File: config.mk
export PLATFORM = sky130hd
export DESIGN_NAME = pabe_pin_function
export DESIGN_NICKNAME = d
export VERILOG_FILES = /design/src/logic/pabe_pkg.sv /design/src/logic/pabe_ifs.sv /design/src/logic/pabe_code_dec.sv /design/src/logic/pabe_wb_slave.sv /design/src/logic/pabe_pin_function.sv
export SDC_FILE = /design/constraint.sdc
export NUM_CORES = 1
export LEC_CHECK = 0
export BUFFER_PORTS_ARGS = -buffer_cell sky130_fd_sc_hd__buf_2
export CAP_MARGIN = 25
export CORE_AREA = 2 2 141 88
export CTS_BUF_LIST = sky130_fd_sc_hd__clkbuf_8
export DETAILED_ROUTE_END_ITERATION = 6
export DIE_AREA = 0 0 143 90
export PLACE_DENSITY = 0.82
export REMOVE_ABC_BUFFERS = 1
export SYNTH_ARGS = -nofsm -noshare
export SYNTH_HDL_FRONTEND = slang
export SYNTH_SLANG_ARGS = --single-unit
export TNS_END_PERCENT = 50
File: constraint.sdc
create_clock -name mclk -period 2.43 [get_ports mclk]
set_input_delay 0.1215 -clock mclk [delete_from_list [all_inputs] [get_ports mclk]]
set_output_delay 0.1215 -clock mclk [all_outputs]
set_load 0.01 [all_outputs]
File: src/logic/pabe_pkg.sv
// Shared constants for the port A/B/E pin function select block
package pabe_pkg;

  localparam int unsigned REG_W  = 16;
  localparam int unsigned CODE_W = 3;
  localparam int unsigned ADR_W  = 8;

  // Byte offsets on the register bus
  localparam logic [7:0] OFF_A_MODE_HI = 8'h00;
  localparam logic [7:0] OFF_A_MODE_LO = 8'h04;
  localparam logic [7:0] OFF_B_DIR     = 8'h08;
  localparam logic [7:0] OFF_B_MODE_HI = 8'h0C;
  localparam logic [7:0] OFF_B_MODE_LO = 8'h10;
  localparam logic [7:0] OFF_E_DIR_LO  = 8'h14;
  localparam logic [7:0] OFF_E_DIR_HI  = 8'h18;
  localparam logic [7:0] OFF_STATUS    = 8'h1C;

  // Writable bits; every other bit reads as zero
  localparam logic [15:0] WM_A_MODE_HI = 16'h00FF;
  localparam logic [15:0] WM_A_MODE_LO = 16'hFFFF;
  localparam logic [15:0] WM_B_DIR     = 16'h003C;
  localparam logic [15:0] WM_B_MODE_HI = 16'h3C00;
  localparam logic [15:0] WM_B_MODE_LO = 16'h0FF0;
  localparam logic [15:0] WM_E_DIR_LO  = 16'hFFFF;
  localparam logic [15:0] WM_E_DIR_HI  = 16'h003F;

  // Reset values
  localparam logic [15:0] RST_A_MODE = 16'h0000;
  localparam logic [15:0] RST_B_DIR  = 16'h0000;
  localparam logic [15:0] RST_B_MODE = 16'h0000;
  localparam logic [15:0] RST_E_DIR  = 16'h0000;

  // Field positions
  localparam int unsigned PB_FIRST_PIN = 2;
  localparam int unsigned PB_MD2_LSB   = 8;
  localparam int unsigned PE_HI_PINS   = 6;

  // Mode codes
  localparam logic [2:0] CODE_GPIO      = 3'h0;
  localparam logic [2:0] PA_CODE_TCLK   = 3'h1;
  localparam logic [2:0] PA_CODE_IRQ    = 3'h3;
  localparam logic [2:0] PA_CODE_ALT5   = 3'h5;
  localparam logic [2:0] PA_CODE_ALT6   = 3'h6;
  localparam logic [2:0] PB_CODE_IRQ    = 3'h1;
  localparam logic [2:0] PB_CODE_ODIS   = 3'h2;

  // Legal codes per pin, bit i set when code i is allowed
  localparam logic [7:0] PA_LEGAL [0:7] = '{8'h61, 8'h61, 8'h69, 8'h61,
                                            8'h61, 8'h69, 8'h23, 8'h23};
  localparam logic [7:0] PB_LEGAL = 8'h07;

endpackage

File: src/logic/pabe_ifs.sv
// Interfaces between the pin function top and its helpers
`timescale 1ns/1ps

interface pabe_dec_if;
  logic [pabe_pkg::CODE_W-1:0] code;
  logic [7:0]                  sel;
  logic                        bad;
  modport ctl (output code, input sel, input bad);
  modport dec (input code, output sel, output bad);
endinterface

interface pabe_reg_if;
  logic                       wr;
  logic [pabe_pkg::ADR_W-1:0] adr;
  logic [pabe_pkg::REG_W-1:0] wdat;
  logic [pabe_pkg::REG_W-1:0] bmask;
  logic [pabe_pkg::REG_W-1:0] rdat;
  modport slv  (output wr, output adr, output wdat, output bmask,
                input rdat);
  modport regs (input wr, input adr, input wdat, input bmask,
                output rdat);
endinterface

File: src/logic/pabe_code_dec.sv
// Mode code decoder: one-hot select masked by the legal codes of a pin
`timescale 1ns/1ps

module pabe_code_dec #(
  parameter logic [7:0] LEGAL = 8'h01
) (
  // Code in, selects out
  pabe_dec_if.dec d
);

  if (LEGAL[0] == 1'b0) begin : g_chk
    $error("pabe_code_dec: general-purpose code must be legal");
  end

  wire [7:0] hot;

  assign hot   = 8'h01 << d.code;
  // A prohibited code selects nothing, so the pin stays off every unit
  assign d.sel = hot & LEGAL;
  assign d.bad = ~LEGAL[d.code];

endmodule

File: src/logic/pabe_wb_slave.sv
// Classic Wishbone slave front end, one wait state on every access
`timescale 1ns/1ps

module pabe_wb_slave #(
  parameter int unsigned ADDR_W = 8
) (
  // Clock and reset
  input  wire logic              mclk,
  input  wire logic              nrst,
  // Wishbone
  input  wire logic              wb_cyc_i,
  input  wire logic              wb_stb_i,
  input  wire logic              wb_we_i,
  input  wire logic [ADDR_W-1:0] wb_adr_i,
  input  wire logic [31:0]       wb_dat_i,
  input  wire logic [3:0]        wb_sel_i,
  output logic      [31:0]       wb_dat_o,
  output logic                   wb_ack_o,
  // Register side
  pabe_reg_if.slv                r
);

  if (ADDR_W < 8) begin : g_chk
    $error("pabe_wb_slave: ADDR_W must be at least 8");
  end

  logic        ack_reg;
  logic [31:0] dat_reg;
  wire         req;
  wire         hi_zero;
  wire         ack_next;
  wire  [31:0] dat_next;

  assign req      = wb_cyc_i & wb_stb_i & ~ack_reg;
  assign hi_zero  = (wb_adr_i >> 8) == '0;
  assign r.adr    = hi_zero ? wb_adr_i[7:0] : 8'hFF;
  assign r.wr     = req & wb_we_i;
  assign r.wdat   = wb_dat_i[15:0];
  assign r.bmask  = {{8{wb_sel_i[1]}}, {8{wb_sel_i[0]}}};
  assign ack_next = req;
  assign dat_next = (req & ~wb_we_i) ? {16'h0000, r.rdat} : 32'h0000_0000;

  // Ack drops the cycle after it is given, so a request held past ack is served again every other cycle
  always_ff @(posedge mclk or negedge nrst) begin
    if (!nrst) begin
      ack_reg <= 1'b0;
      dat_reg <= 32'h0000_0000;
    end else begin
      ack_reg <= ack_next;
      dat_reg <= dat_next;
    end
  end

  assign wb_ack_o = ack_reg;
  assign wb_dat_o = dat_reg;

endmodule

File: src/logic/pabe_pin_function.sv
// Pin function select for port A pins 7..0, port B pins 5..2, port E dirs
//
// Contract
// - PA7 code 000 general I/O, 001 timer clock B, 101 serial2 transmit.
// - PA6 code 000 general I/O, 001 timer clock A, 101 serial2 receive.
// - PA5 000 I/O, 011 interrupt 1, 101 disable req 6, 110 serial3 clock.
// - PA4 000 I/O, 101 disable request 5, 110 serial3 transmit.
// - PA3 000 I/O, 101 disable request 4, 110 serial3 receive.
// - PA1 000 I/O, 101 disable request 1, 110 serial2 transmit.
// - PA0 000 I/O, 101 disable request 0, 110 serial2 receive.
// - Port B direction bit one makes pin 5..2 output, zero input.
// - Port B direction only acts while that pin is general I/O.
// - Port B direction bits 15..6, 1, 0 read zero; write zero.
// - Port B and both port E direction registers reset to zero.
// - PB5 000 I/O, 001 interrupt 3, 010 disable request 3.
// - PB4 000 I/O, 001 interrupt 2, 010 disable request 2.
// - PB3 000 I/O, 001 interrupt 1, 010 disable request 1.
// - PB2 000 I/O, 001 interrupt 0, 010 disable request 0.
// - Port B mode reserved bits read zero; software writes zero.
// - Port E direction bit one makes pin 21..0 output, zero input.
// - Low port E direction acts for I/O, capture/compare, serial clocks.
// - High port E direction acts only while pins 21..16 are I/O.
// - High port E direction bits 15..6 read zero; write zero.
`timescale 1ns/1ps

module pabe_pin_function #(
  parameter int unsigned ADDR_W = 8
) (
  // Clock and reset
  input  wire logic              mclk,
  input  wire logic              nrst,
  // Wishbone
  input  wire logic              wb_cyc_i,
  input  wire logic              wb_stb_i,
  input  wire logic              wb_we_i,
  input  wire logic [ADDR_W-1:0] wb_adr_i,
  input  wire logic [31:0]       wb_dat_i,
  input  wire logic [3:0]        wb_sel_i,
  output logic      [31:0]       wb_dat_o,
  output logic                   wb_ack_o,
  // Port E function state from the port E control logic
  input  wire logic [15:0]       pe_low_dir_use,
  input  wire logic [5:0]        pe_high_gpio,
  // Port A function selects
  output logic      [7:0]        pa_gpio_sel,
  output logic      [1:0]        timer_ext_clock_sel,
  output logic      [1:0]        serial2_transmit_sel,
  output logic      [1:0]        serial2_receive_sel,
  output logic                   serial2_clock_pin_sel,
  output logic                   serial3_transmit_sel,
  output logic                   serial3_receive_sel,
  output logic                   serial3_clock_pin_sel,
  output logic                   motor_timer_pulse_io_sel,
  output logic      [1:0]        ext_interrupt_a_sel,
  output logic      [4:0]        output_disable_a_sel,
  // Port B function selects and direction
  output logic      [3:0]        pb_gpio_sel,
  output logic      [3:0]        ext_interrupt_b_sel,
  output logic      [3:0]        output_disable_b_sel,
  output logic      [3:0]        pb_out_en,
  // Port E direction
  output logic      [21:0]       pe_out_en,
  // Status
  output logic                   mode_fault
);

  // Merge a bus write into a register, keeping reserved bits at zero
  function automatic logic [15:0] merge(input logic [15:0] old,
                                        input logic [15:0] wdat,
                                        input logic [15:0] bmask,
                                        input logic [15:0] wmask);
    merge = ((old & ~bmask) | (wdat & bmask)) & wmask;
  endfunction

  // Assemble a 3-bit mode code from a high-bit and a low-pair register
  function automatic logic [2:0] mode_code(input logic [15:0] hi,
                                           input logic [15:0] lo,
                                           input int unsigned hpos,
                                           input int unsigned lpos);
    mode_code = {hi[hpos], lo[lpos+1], lo[lpos]};
  endfunction

  pabe_reg_if rif ();

  pabe_wb_slave #(
    .ADDR_W (ADDR_W)
  ) u_wb (
    .mclk     (mclk),
    .nrst     (nrst),
    .wb_cyc_i (wb_cyc_i),
    .wb_stb_i (wb_stb_i),
    .wb_we_i  (wb_we_i),
    .wb_adr_i (wb_adr_i),
    .wb_dat_i (wb_dat_i),
    .wb_sel_i (wb_sel_i),
    .wb_dat_o (wb_dat_o),
    .wb_ack_o (wb_ack_o),
    .r        (rif)
  );

  // Registers
  logic [15:0] a_hi_reg;
  logic [15:0] a_lo_reg;
  logic [15:0] b_dir_reg;
  logic [15:0] b_hi_reg;
  logic [15:0] b_lo_reg;
  logic [15:0] e_lo_reg;
  logic [15:0] e_hi_reg;

  wire hit_a_hi;
  wire hit_a_lo;
  wire hit_b_dir;
  wire hit_b_hi;
  wire hit_b_lo;
  wire hit_e_lo;
  wire hit_e_hi;
  wire hit_stat;

  assign hit_a_hi  = rif.adr == pabe_pkg::OFF_A_MODE_HI;
  assign hit_a_lo  = rif.adr == pabe_pkg::OFF_A_MODE_LO;
  assign hit_b_dir = rif.adr == pabe_pkg::OFF_B_DIR;
  assign hit_b_hi  = rif.adr == pabe_pkg::OFF_B_MODE_HI;
  assign hit_b_lo  = rif.adr == pabe_pkg::OFF_B_MODE_LO;
  assign hit_e_lo  = rif.adr == pabe_pkg::OFF_E_DIR_LO;
  assign hit_e_hi  = rif.adr == pabe_pkg::OFF_E_DIR_HI;
  assign hit_stat  = rif.adr == pabe_pkg::OFF_STATUS;

  wire [15:0] a_hi_next;
  wire [15:0] a_lo_next;
  wire [15:0] b_dir_next;
  wire [15:0] b_hi_next;
  wire [15:0] b_lo_next;
  wire [15:0] e_lo_next;
  wire [15:0] e_hi_next;

  assign a_hi_next  = (rif.wr & hit_a_hi) ?
    merge(a_hi_reg, rif.wdat, rif.bmask, pabe_pkg::WM_A_MODE_HI) : a_hi_reg;
  assign a_lo_next  = (rif.wr & hit_a_lo) ?
    merge(a_lo_reg, rif.wdat, rif.bmask, pabe_pkg::WM_A_MODE_LO) : a_lo_reg;
  assign b_dir_next = (rif.wr & hit_b_dir) ?
    merge(b_dir_reg, rif.wdat, rif.bmask, pabe_pkg::WM_B_DIR) : b_dir_reg;
  assign b_hi_next  = (rif.wr & hit_b_hi) ?
    merge(b_hi_reg, rif.wdat, rif.bmask, pabe_pkg::WM_B_MODE_HI) : b_hi_reg;
  assign b_lo_next  = (rif.wr & hit_b_lo) ?
    merge(b_lo_reg, rif.wdat, rif.bmask, pabe_pkg::WM_B_MODE_LO) : b_lo_reg;
  assign e_lo_next  = (rif.wr & hit_e_lo) ?
    merge(e_lo_reg, rif.wdat, rif.bmask, pabe_pkg::WM_E_DIR_LO) : e_lo_reg;
  assign e_hi_next  = (rif.wr & hit_e_hi) ?
    merge(e_hi_reg, rif.wdat, rif.bmask, pabe_pkg::WM_E_DIR_HI) : e_hi_reg;

  always_ff @(posedge mclk or negedge nrst) begin
    if (!nrst) begin
      a_hi_reg  <= pabe_pkg::RST_A_MODE;
      a_lo_reg  <= pabe_pkg::RST_A_MODE;
      b_dir_reg <= pabe_pkg::RST_B_DIR;
      b_hi_reg  <= pabe_pkg::RST_B_MODE;
      b_lo_reg  <= pabe_pkg::RST_B_MODE;
      e_lo_reg  <= pabe_pkg::RST_E_DIR;
      e_hi_reg  <= pabe_pkg::RST_E_DIR;
    end else begin
      a_hi_reg  <= a_hi_next;
      a_lo_reg  <= a_lo_next;
      b_dir_reg <= b_dir_next;
      b_hi_reg  <= b_hi_next;
      b_lo_reg  <= b_lo_next;
      e_lo_reg  <= e_lo_next;
      e_hi_reg  <= e_hi_next;
    end
  end

  // Mode decode
  pabe_dec_if pa_if [8] ();
  pabe_dec_if pb_if [4] ();
  wire [7:0] pa_sel [0:7];
  wire [7:0] pb_sel [0:3];
  wire [7:0] pa_bad;
  wire [3:0] pb_bad;

  for (genvar n = 0; n < 8; n++) begin : g_pa
    assign pa_if[n].code = mode_code(a_hi_reg, a_lo_reg, n, 2 * n);
    pabe_code_dec #(
      .LEGAL (pabe_pkg::PA_LEGAL[n])
    ) u_dec (
      .d (pa_if[n])
    );
    assign pa_sel[n] = pa_if[n].sel;
    assign pa_bad[n] = pa_if[n].bad;
  end

  for (genvar k = 0; k < 4; k++) begin : g_pb
    // Pin k+2 takes its top bit from bit 10+k, its pair from 2(k+2)
    assign pb_if[k].code = mode_code(b_hi_reg, b_lo_reg,
      pabe_pkg::PB_MD2_LSB + pabe_pkg::PB_FIRST_PIN + k,
      2 * (pabe_pkg::PB_FIRST_PIN + k));
    pabe_code_dec #(
      .LEGAL (pabe_pkg::PB_LEGAL)
    ) u_dec (
      .d (pb_if[k])
    );
    assign pb_sel[k] = pb_if[k].sel;
    assign pb_bad[k] = pb_if[k].bad;
  end

  // Read data; the status word shows which pins hold a prohibited code
  wire [15:0] status_word;
  assign status_word = {4'h0, pb_bad, pa_bad};
  assign rif.rdat = ({16{hit_a_hi}}  & a_hi_reg)
                  | ({16{hit_a_lo}}  & a_lo_reg)
                  | ({16{hit_b_dir}} & b_dir_reg)
                  | ({16{hit_b_hi}}  & b_hi_reg)
                  | ({16{hit_b_lo}}  & b_lo_reg)
                  | ({16{hit_e_lo}}  & e_lo_reg)
                  | ({16{hit_e_hi}}  & e_hi_reg)
                  | ({16{hit_stat}}  & status_word);

  // Function routing
  wire [7:0]  pa_gpio_next;
  wire [1:0]  tclk_next;
  wire [1:0]  s2_tx_next;
  wire [1:0]  s2_rx_next;
  wire [1:0]  irq_a_next;
  wire [4:0]  odis_a_next;
  wire [3:0]  pb_gpio_next;
  wire [3:0]  irq_b_next;
  wire [3:0]  odis_b_next;
  wire [3:0]  pb_oe_next;
  wire [21:0] pe_oe_next;

  for (genvar n = 0; n < 8; n++) begin : g_pa_gpio
    assign pa_gpio_next[n] = pa_sel[n][pabe_pkg::CODE_GPIO];
  end

  assign tclk_next   = {pa_sel[7][pabe_pkg::PA_CODE_TCLK],
                        pa_sel[6][pabe_pkg::PA_CODE_TCLK]};
  assign s2_tx_next  = {pa_sel[7][pabe_pkg::PA_CODE_ALT5],
                        pa_sel[1][pabe_pkg::PA_CODE_ALT6]};
  assign s2_rx_next  = {pa_sel[6][pabe_pkg::PA_CODE_ALT5],
                        pa_sel[0][pabe_pkg::PA_CODE_ALT6]};
  assign irq_a_next  = {pa_sel[5][pabe_pkg::PA_CODE_IRQ],
                        pa_sel[2][pabe_pkg::PA_CODE_IRQ]};
  assign odis_a_next = {pa_sel[5][pabe_pkg::PA_CODE_ALT5],
                        pa_sel[4][pabe_pkg::PA_CODE_ALT5],
                        pa_sel[3][pabe_pkg::PA_CODE_ALT5],
                        pa_sel[1][pabe_pkg::PA_CODE_ALT5],
                        pa_sel[0][pabe_pkg::PA_CODE_ALT5]};

  for (genvar k = 0; k < 4; k++) begin : g_pb_route
    assign pb_gpio_next[k] = pb_sel[k][pabe_pkg::CODE_GPIO];
    assign irq_b_next[k]   = pb_sel[k][pabe_pkg::PB_CODE_IRQ];
    assign odis_b_next[k]  = pb_sel[k][pabe_pkg::PB_CODE_ODIS];
  end

  // Port B and high port E direction is forced to input outside general I/O, low port E outside pe_low_dir_use
  assign pb_oe_next = b_dir_reg[5:2] & pb_gpio_next;
  assign pe_oe_next = {e_hi_reg[5:0] & pe_high_gpio,
                       e_lo_reg & pe_low_dir_use};

  // Output flops; every select lags its register write by one cycle
  logic [7:0]  pa_gpio_reg;
  logic [1:0]  tclk_reg;
  logic [1:0]  s2_tx_reg;
  logic [1:0]  s2_rx_reg;
  logic        s2_ck_reg;
  logic        s3_tx_reg;
  logic        s3_rx_reg;
  logic        s3_ck_reg;
  logic        motor_reg;
  logic [1:0]  irq_a_reg;
  logic [4:0]  odis_a_reg;
  logic [3:0]  pb_gpio_reg;
  logic [3:0]  irq_b_reg;
  logic [3:0]  odis_b_reg;
  logic [3:0]  pb_oe_reg;
  logic [21:0] pe_oe_reg;
  logic        fault_reg;

  always_ff @(posedge mclk or negedge nrst) begin
    if (!nrst) begin
      pa_gpio_reg <= 8'hFF;
      tclk_reg    <= 2'h0;
      s2_tx_reg   <= 2'h0;
      s2_rx_reg   <= 2'h0;
      s2_ck_reg   <= 1'b0;
      s3_tx_reg   <= 1'b0;
      s3_rx_reg   <= 1'b0;
      s3_ck_reg   <= 1'b0;
      motor_reg   <= 1'b0;
      irq_a_reg   <= 2'h0;
      odis_a_reg  <= 5'h00;
      pb_gpio_reg <= 4'hF;
      irq_b_reg   <= 4'h0;
      odis_b_reg  <= 4'h0;
      pb_oe_reg   <= 4'h0;
      pe_oe_reg   <= 22'h00_0000;
      fault_reg   <= 1'b0;
    end else begin
      pa_gpio_reg <= pa_gpio_next;
      tclk_reg    <= tclk_next;
      s2_tx_reg   <= s2_tx_next;
      s2_rx_reg   <= s2_rx_next;
      s2_ck_reg   <= pa_sel[2][pabe_pkg::PA_CODE_ALT6];
      s3_tx_reg   <= pa_sel[4][pabe_pkg::PA_CODE_ALT6];
      s3_rx_reg   <= pa_sel[3][pabe_pkg::PA_CODE_ALT6];
      s3_ck_reg   <= pa_sel[5][pabe_pkg::PA_CODE_ALT6];
      motor_reg   <= pa_sel[2][pabe_pkg::PA_CODE_ALT5];
      irq_a_reg   <= irq_a_next;
      odis_a_reg  <= odis_a_next;
      pb_gpio_reg <= pb_gpio_next;
      irq_b_reg   <= irq_b_next;
      odis_b_reg  <= odis_b_next;
      pb_oe_reg   <= pb_oe_next;
      pe_oe_reg   <= pe_oe_next;
      fault_reg   <= |{pa_bad, pb_bad};
    end
  end

  assign pa_gpio_sel              = pa_gpio_reg;
  assign timer_ext_clock_sel      = tclk_reg;
  assign serial2_transmit_sel     = s2_tx_reg;
  assign serial2_receive_sel      = s2_rx_reg;
  assign serial2_clock_pin_sel    = s2_ck_reg;
  assign serial3_transmit_sel     = s3_tx_reg;
  assign serial3_receive_sel      = s3_rx_reg;
  assign serial3_clock_pin_sel    = s3_ck_reg;
  assign motor_timer_pulse_io_sel = motor_reg;
  assign ext_interrupt_a_sel      = irq_a_reg;
  assign output_disable_a_sel     = odis_a_reg;
  assign pb_gpio_sel              = pb_gpio_reg;
  assign ext_interrupt_b_sel      = irq_b_reg;
  assign output_disable_b_sel     = odis_b_reg;
  assign pb_out_en                = pb_oe_reg;
  assign pe_out_en                = pe_oe_reg;
  assign mode_fault               = fault_reg;
endmodule

## Word-level counts from Yosys, hierarchy flattened

Memory sizes are Yosys's and may differ from the RTL's.
Index checks and enable logic that the tools add are counted.

| operators by class | value |
|---|---|
| order comparisons | 12 |
| reductions and logical operators | 2 |
| bitwise operators | 59 |
| muxes and demuxes | 13 |
| shift-type cells | 12 |
| eq/ne operators | 7 |

Operator list:

| cell | number |
|---|---|
| 16-bit OR | 9 |
| 16-bit AND | 6 |
| 3-bit by 4-bit less-than comparator with 1-bit output, second input constant | 12 |
| 1-bit by 3-bit left shift with 7-bit output, first input constant | 6 |
| 16-bit by 12-bit AND with 16-bit output | 2 |
| 16-bit by 6-bit AND with 16-bit output | 2 |
| 8-bit by 5-bit equality test with 1-bit output, second input constant | 4 |
| 6-bit AND | 3 |
| 16-bit by 14-bit AND with 16-bit output | 1 |
| 16-bit by 8-bit AND with 16-bit output | 1 |
| 8-bit by 4-bit equality test with 1-bit output, second input constant | 2 |
| 16-bit two-way mux | 1 |
| 16-bit NOT | 1 |
| 14-bit AND | 1 |
| 1-bit NOT | 14 |
| 14-bit OR | 1 |
| 12-bit AND | 1 |
| 1-bit two-way mux | 12 |
| 12-bit OR | 1 |
| 6-bit OR | 2 |
| 12-bit OR reduction | 1 |
| 1-bit by 3-bit left shift with 3-bit output, first input constant | 4 |
| 1-bit by 3-bit left shift with 6-bit output, first input constant | 2 |
| 1-bit AND | 11 |
| 5 further kinds | 5 |

| word-level totals | value |
|---|---|
| flip-flop bits (word level) | 144 |
| input bits | 71 |
| memories kept | 12 |
| logic and storage cells | 143 |
| output and inout bits | 98 |
| memory bits (read-only) | 96 |

Memory list:

| name | words | bits a word | read ports | clocked after memory_dff | wr ports | line | RTL |
|---|---|---|---|---|---|---|---|
| (no name shown) | 8 | 1 | 1 | 0 | 0 | pabe_code_dec.sv:20 | `assign d.bad = ~LEGAL[d.code];` |
| (no name shown) | 8 | 1 | 1 | 0 | 0 | pabe_code_dec.sv:20 |  |
| (no name shown) | 8 | 1 | 1 | 0 | 0 | pabe_code_dec.sv:20 |  |
| (no name shown) | 8 | 1 | 1 | 0 | 0 | pabe_code_dec.sv:20 |  |
| (no name shown) | 8 | 1 | 1 | 0 | 0 | pabe_code_dec.sv:20 |  |
| (no name shown) | 8 | 1 | 1 | 0 | 0 | pabe_code_dec.sv:20 |  |
| 6 more memories | n/a | n/a | n/a | n/a | n/a | n/a |  |

## Depth between registers and ports, before layout

| logic depth | value |
|---|---|
| depth after elaboration | 10 |
| mapped depth | 7 |

## Modules after synthesis

Synthesis repeated with hierarchy kept, for this count alone.

| second synthesis, totals | value |
|---|---|
| cells, all modules | 623 |
| area, all modules | 7151.9 sq um |

By module, submodules not included:

| module | instances | area each (sq um) | cells an instance |
|---|---|---|---|
| pabe_pin_function | 1 | 4993.5 | 374 |
| pabe_wb_slave | 1 | 1002.2 | 95 |
| pabe_code_dec (g_pa[0].u_dec ...) | 4 | 115.1 | 15 |
| pabe_code_dec (g_pb[0].u_dec ...) | 4 | 70.1 | 10 |
| pabe_code_dec (g_pa[2].u_dec ...) | 2 | 132.6 | 16 |
| pabe_code_dec (g_pa[6].u_dec ...) | 2 | 75.1 | 11 |

## Least setup slack after synthesis

Ideal clock, no wire load.

| timing path | value |
|---|---|
| kind | register -> register |
| start point | register u_wb.ack_reg, in the netlist u_wb.wb_ack_o |
| end point | register (tool-made name) |
| arrival time | 1.585 ns |
| slack | 0.720 ns |
| stages on the path, launching flop included | 7 |
| data required time | 2.305 ns |
| setup time | 0.125 ns |
| cells stage by stage | dfrtp_1 -> nor2b_2 -> and4_1 -> buf_4 -> nand2_2 -> nor4_4 -> mux2_2 |

RTL lines:

| element | line | RTL |
|---|---|---|
| from (decl) | pabe_wb_slave.sv:27 | `logic ack_reg;` |
| from (signal assigned) | pabe_wb_slave.sv:49 | `ack_reg <= ack_next;` |

==> impl_metrics.ini <==
[cells_and_area]
stdcell_count = 837
syn_to_final_growth_pct = 26.3
antenna_cells = 0
final_net_count = 750
final_cell_mix = buf_2, dfrtp_1, mux2_2
register_area_um2 = 3620
fin_util_pct = 67.1
n_fill_cell = 866
final_common_cell = buf_2
drive_above_1_share_pct = 39.7
multi_input_area_um2 = 2400

[outcome]
status = complete, no violations

[critical_path]
path_class = reg -> reg
reg2reg_depth = 5
max_stage_delay_ps = 420
startpoint_type = register
critPathCaptureType = register
rrSetupSlack_ps = 390
worstPathRequired_ps = 2760
crit_path_start = u_wb.wb_ack_o
slowest_stage = nor4_4
reg2reg_from = u_wb.wb_ack_o
crit_fanout = 6
critical_path_arrival_ps = 2360
cp_cell_sequence = nor2b_2 -> and4_1 -> nand2_2 -> nor4_4 -> mux2_2

[detailed_routing]
routedWlPerCell_um = 18.4
highest_layer = met4
wl_met1_um = 6980
drt-total-wl_um = 15400
wl_met3_um = 1220
ant_nets = 0
wl_met2_um = 6940
drt_iter0_drc = 414
via_count = 4432
vias_per_cell = 5.30
route.detailed.drc = 0
firstDrtPassIters = 4

[clock_tree]
root_buffer = clkbuf_8
clkTransAtPathRegs_ps = 80
numCtsBuffers = 17
cts_sinks = 144
cts-resized-gates = 0
clkLatencyLatePin_ps = 450
cts_max_level = 4
clk_path_buf_depth = 2
cts_tree = yes

[sta]
slew_headroom_pct = 44.3
max_clock_freq_ghz = 0.491
fin_setup_tns_ps = 0
min_period_ps = 2040
setup_viol_count_final = 0
finClkSkew_ps = 19.1
hold_violations = 0
tightestPinTransition_ps = 836
final.setup.worst_slack_ps = 394
drv_slew = 0
timing.hold.ws_ps = 146
rsz0062_at_grt = false
fin_crit_sh_pct = 83.8

[place]
pre_cts_slack_ps = 431
hpwl_um = 10700
gp_congestion = 0.888
dp_cells = 763
io_buffers = 134

[grt]
grt_overflow_total = 0
grt_pass1_wl_um = 24500
antenna_found_initial = 0
grt_pass1_vias = 4514
grt_max_degree = 81
track_usage_pct = 25.5

[worst_hold_path]
hp-class = in -> reg

[logic_synthesis]
synth-async-reset-ratio_pct = 100
postSynthCellCount = 472
yosys_warnings = 0
ys_seq_area_share_pct = 58.4
avgSynthCellArea_um2 = 13.1
ys_types = 48
syn_area_um2 = 6200
synth_top_flop_cell = dfrtp_1
synth-seq-cells = 144
synth_edf_count = 0

[power_and_ir_drop]
ir_drop_uv = 386
p_leak_nw = 4.02
power_density_nw_per_um2 = 594

[job]
cap_violations = 0

[floorplan]
die_h_um = 90
io_pins = 169
core_um2 = 11700
start_util_pct = 53.1
fp.dieW_um = 143
fp-row-count = 31
die_area_um2 = 12900
## synth_stat cells, types with 2 or more instances
master | n | area, µm²
nor2_4 | 4 | 45.0
dfrtp_1 | 132 | 3300
ha_1 | 20 | 250
nand4b_1 | 2 | 17.5
nor2b_1 | 9 | 56.3
buf_4 | 19 | 143
o32a_2 | 2 | 22.5
nor4_4 | 2 | 42.5
nand2_1 | 10 | 37.5
a21oi_1 | 13 | 65.1
and2_1 | 39 | 244
nor3b_1 | 10 | 75.1
mux2i_1 | 16 | 160
o21ai_0 | 4 | 20.0
nor3_1 | 14 | 70.1
mux2_2 | 64 | 721
clkbuf_1 | 7 | 26.3
inv_1 | 16 | 60.1
nand2_2 | 6 | 37.5
a22oi_1 | 12 | 90.1
buf_2 | 2 | 10.0
dfstp_2 | 12 | 315
nand2_4 | 3 | 33.8
nor2_1 | 19 | 71.3
o22ai_1 | 9 | 56.3
and4_1 | 2 | 17.5
nand3_1 | 3 | 15.0
## worst min-delay path by stage
stage,startpoint,to,slack [ps],cells after the start
floorplan,nrst,asynchronous set/reset pin,-170,0
CTS,wb_cyc_i,u_wb.wb_ack_o,80,3
global route,wb_cyc_i,u_wb.wb_ack_o,140,3
detailed placement,nrst,pe_out_en[14],210,1
global placement,nrst,pe_out_en[14],190,1
finish,wb_cyc_i,u_wb.wb_ack_o,150,3
## power breakdown
part | total (mW) | internal, mW | switching [mW]
clock | 1.93 | 1.03 | 0.909
sequential | 2.43 | 2.42 | 0.0126
combinational | 0.286 | 0.120 | 0.166
total | 4.65 | 3.56 | 1.09
## worst max-delay path, delay by kind of cell, from the launching register on
family | cells | cell delay, ps
AND/OR/NAND/NOR | 4 | 1120
flip-flops | 1 | 400
multiplexers | 1 | 400
## timing repair
action / 4_1_cts / 5_1_grt
setup buffers: 0 / 0
hold buffers: 42 / 0
setup endpoints to repair: 0 / 0
endpoints found under the hold margin: 158 / 0
## layout make-up
type / count / area share (%)
clock buffers: 18 / 3.16
inverters: 16 / 0.767
multi-input cells: 299 / 30.6
repair buffers: 181 / 14.7
well taps: 165 / 2.64
flip-flops and latches: 144 / 46.2
clock inverters: 14 / 1.97
## logic make-up after synthesis
kind of cell,count (synthesis),synth area share [%]
flip-flops,144,58.4
XOR/XNOR,2,0.283
AO/OA/AOI/OAI,45,4.81
other,1,0.0605
multiplexers,82,14.8
AND/OR/NAND/NOR,134,13.8
buffers and inverters,44,3.86
adder cells (fa/ha/maj),20,4.04
## metal layers
| metal | global-route usage (%) | vias up |
|---|---|---|
| met1 | 37.1 | 2200 |
| li1 | - | 1987 |
| met5 | 0 | - |
| met3 | 6.71 | 20 |
| met4 | 7.59 | 0 |
| met2 | 37.6 | 225 |
## per-stage QoR
| step | power, mW | instance area, µm² |
|---|---|---|
| 2_1_floorplan | 2.54 | 6070 |
| 3_3_place_gp | 2.70 | 7010 |
| 3_5_place_dp | 2.70 | 7010 |
| 4_1_cts | 4.67 | 7830 |
| 5_1_grt | 4.82 | 7830 |
| 6_report | 4.65 | 7830 |
No activity file was read; power rests on OpenSTA's default activity.
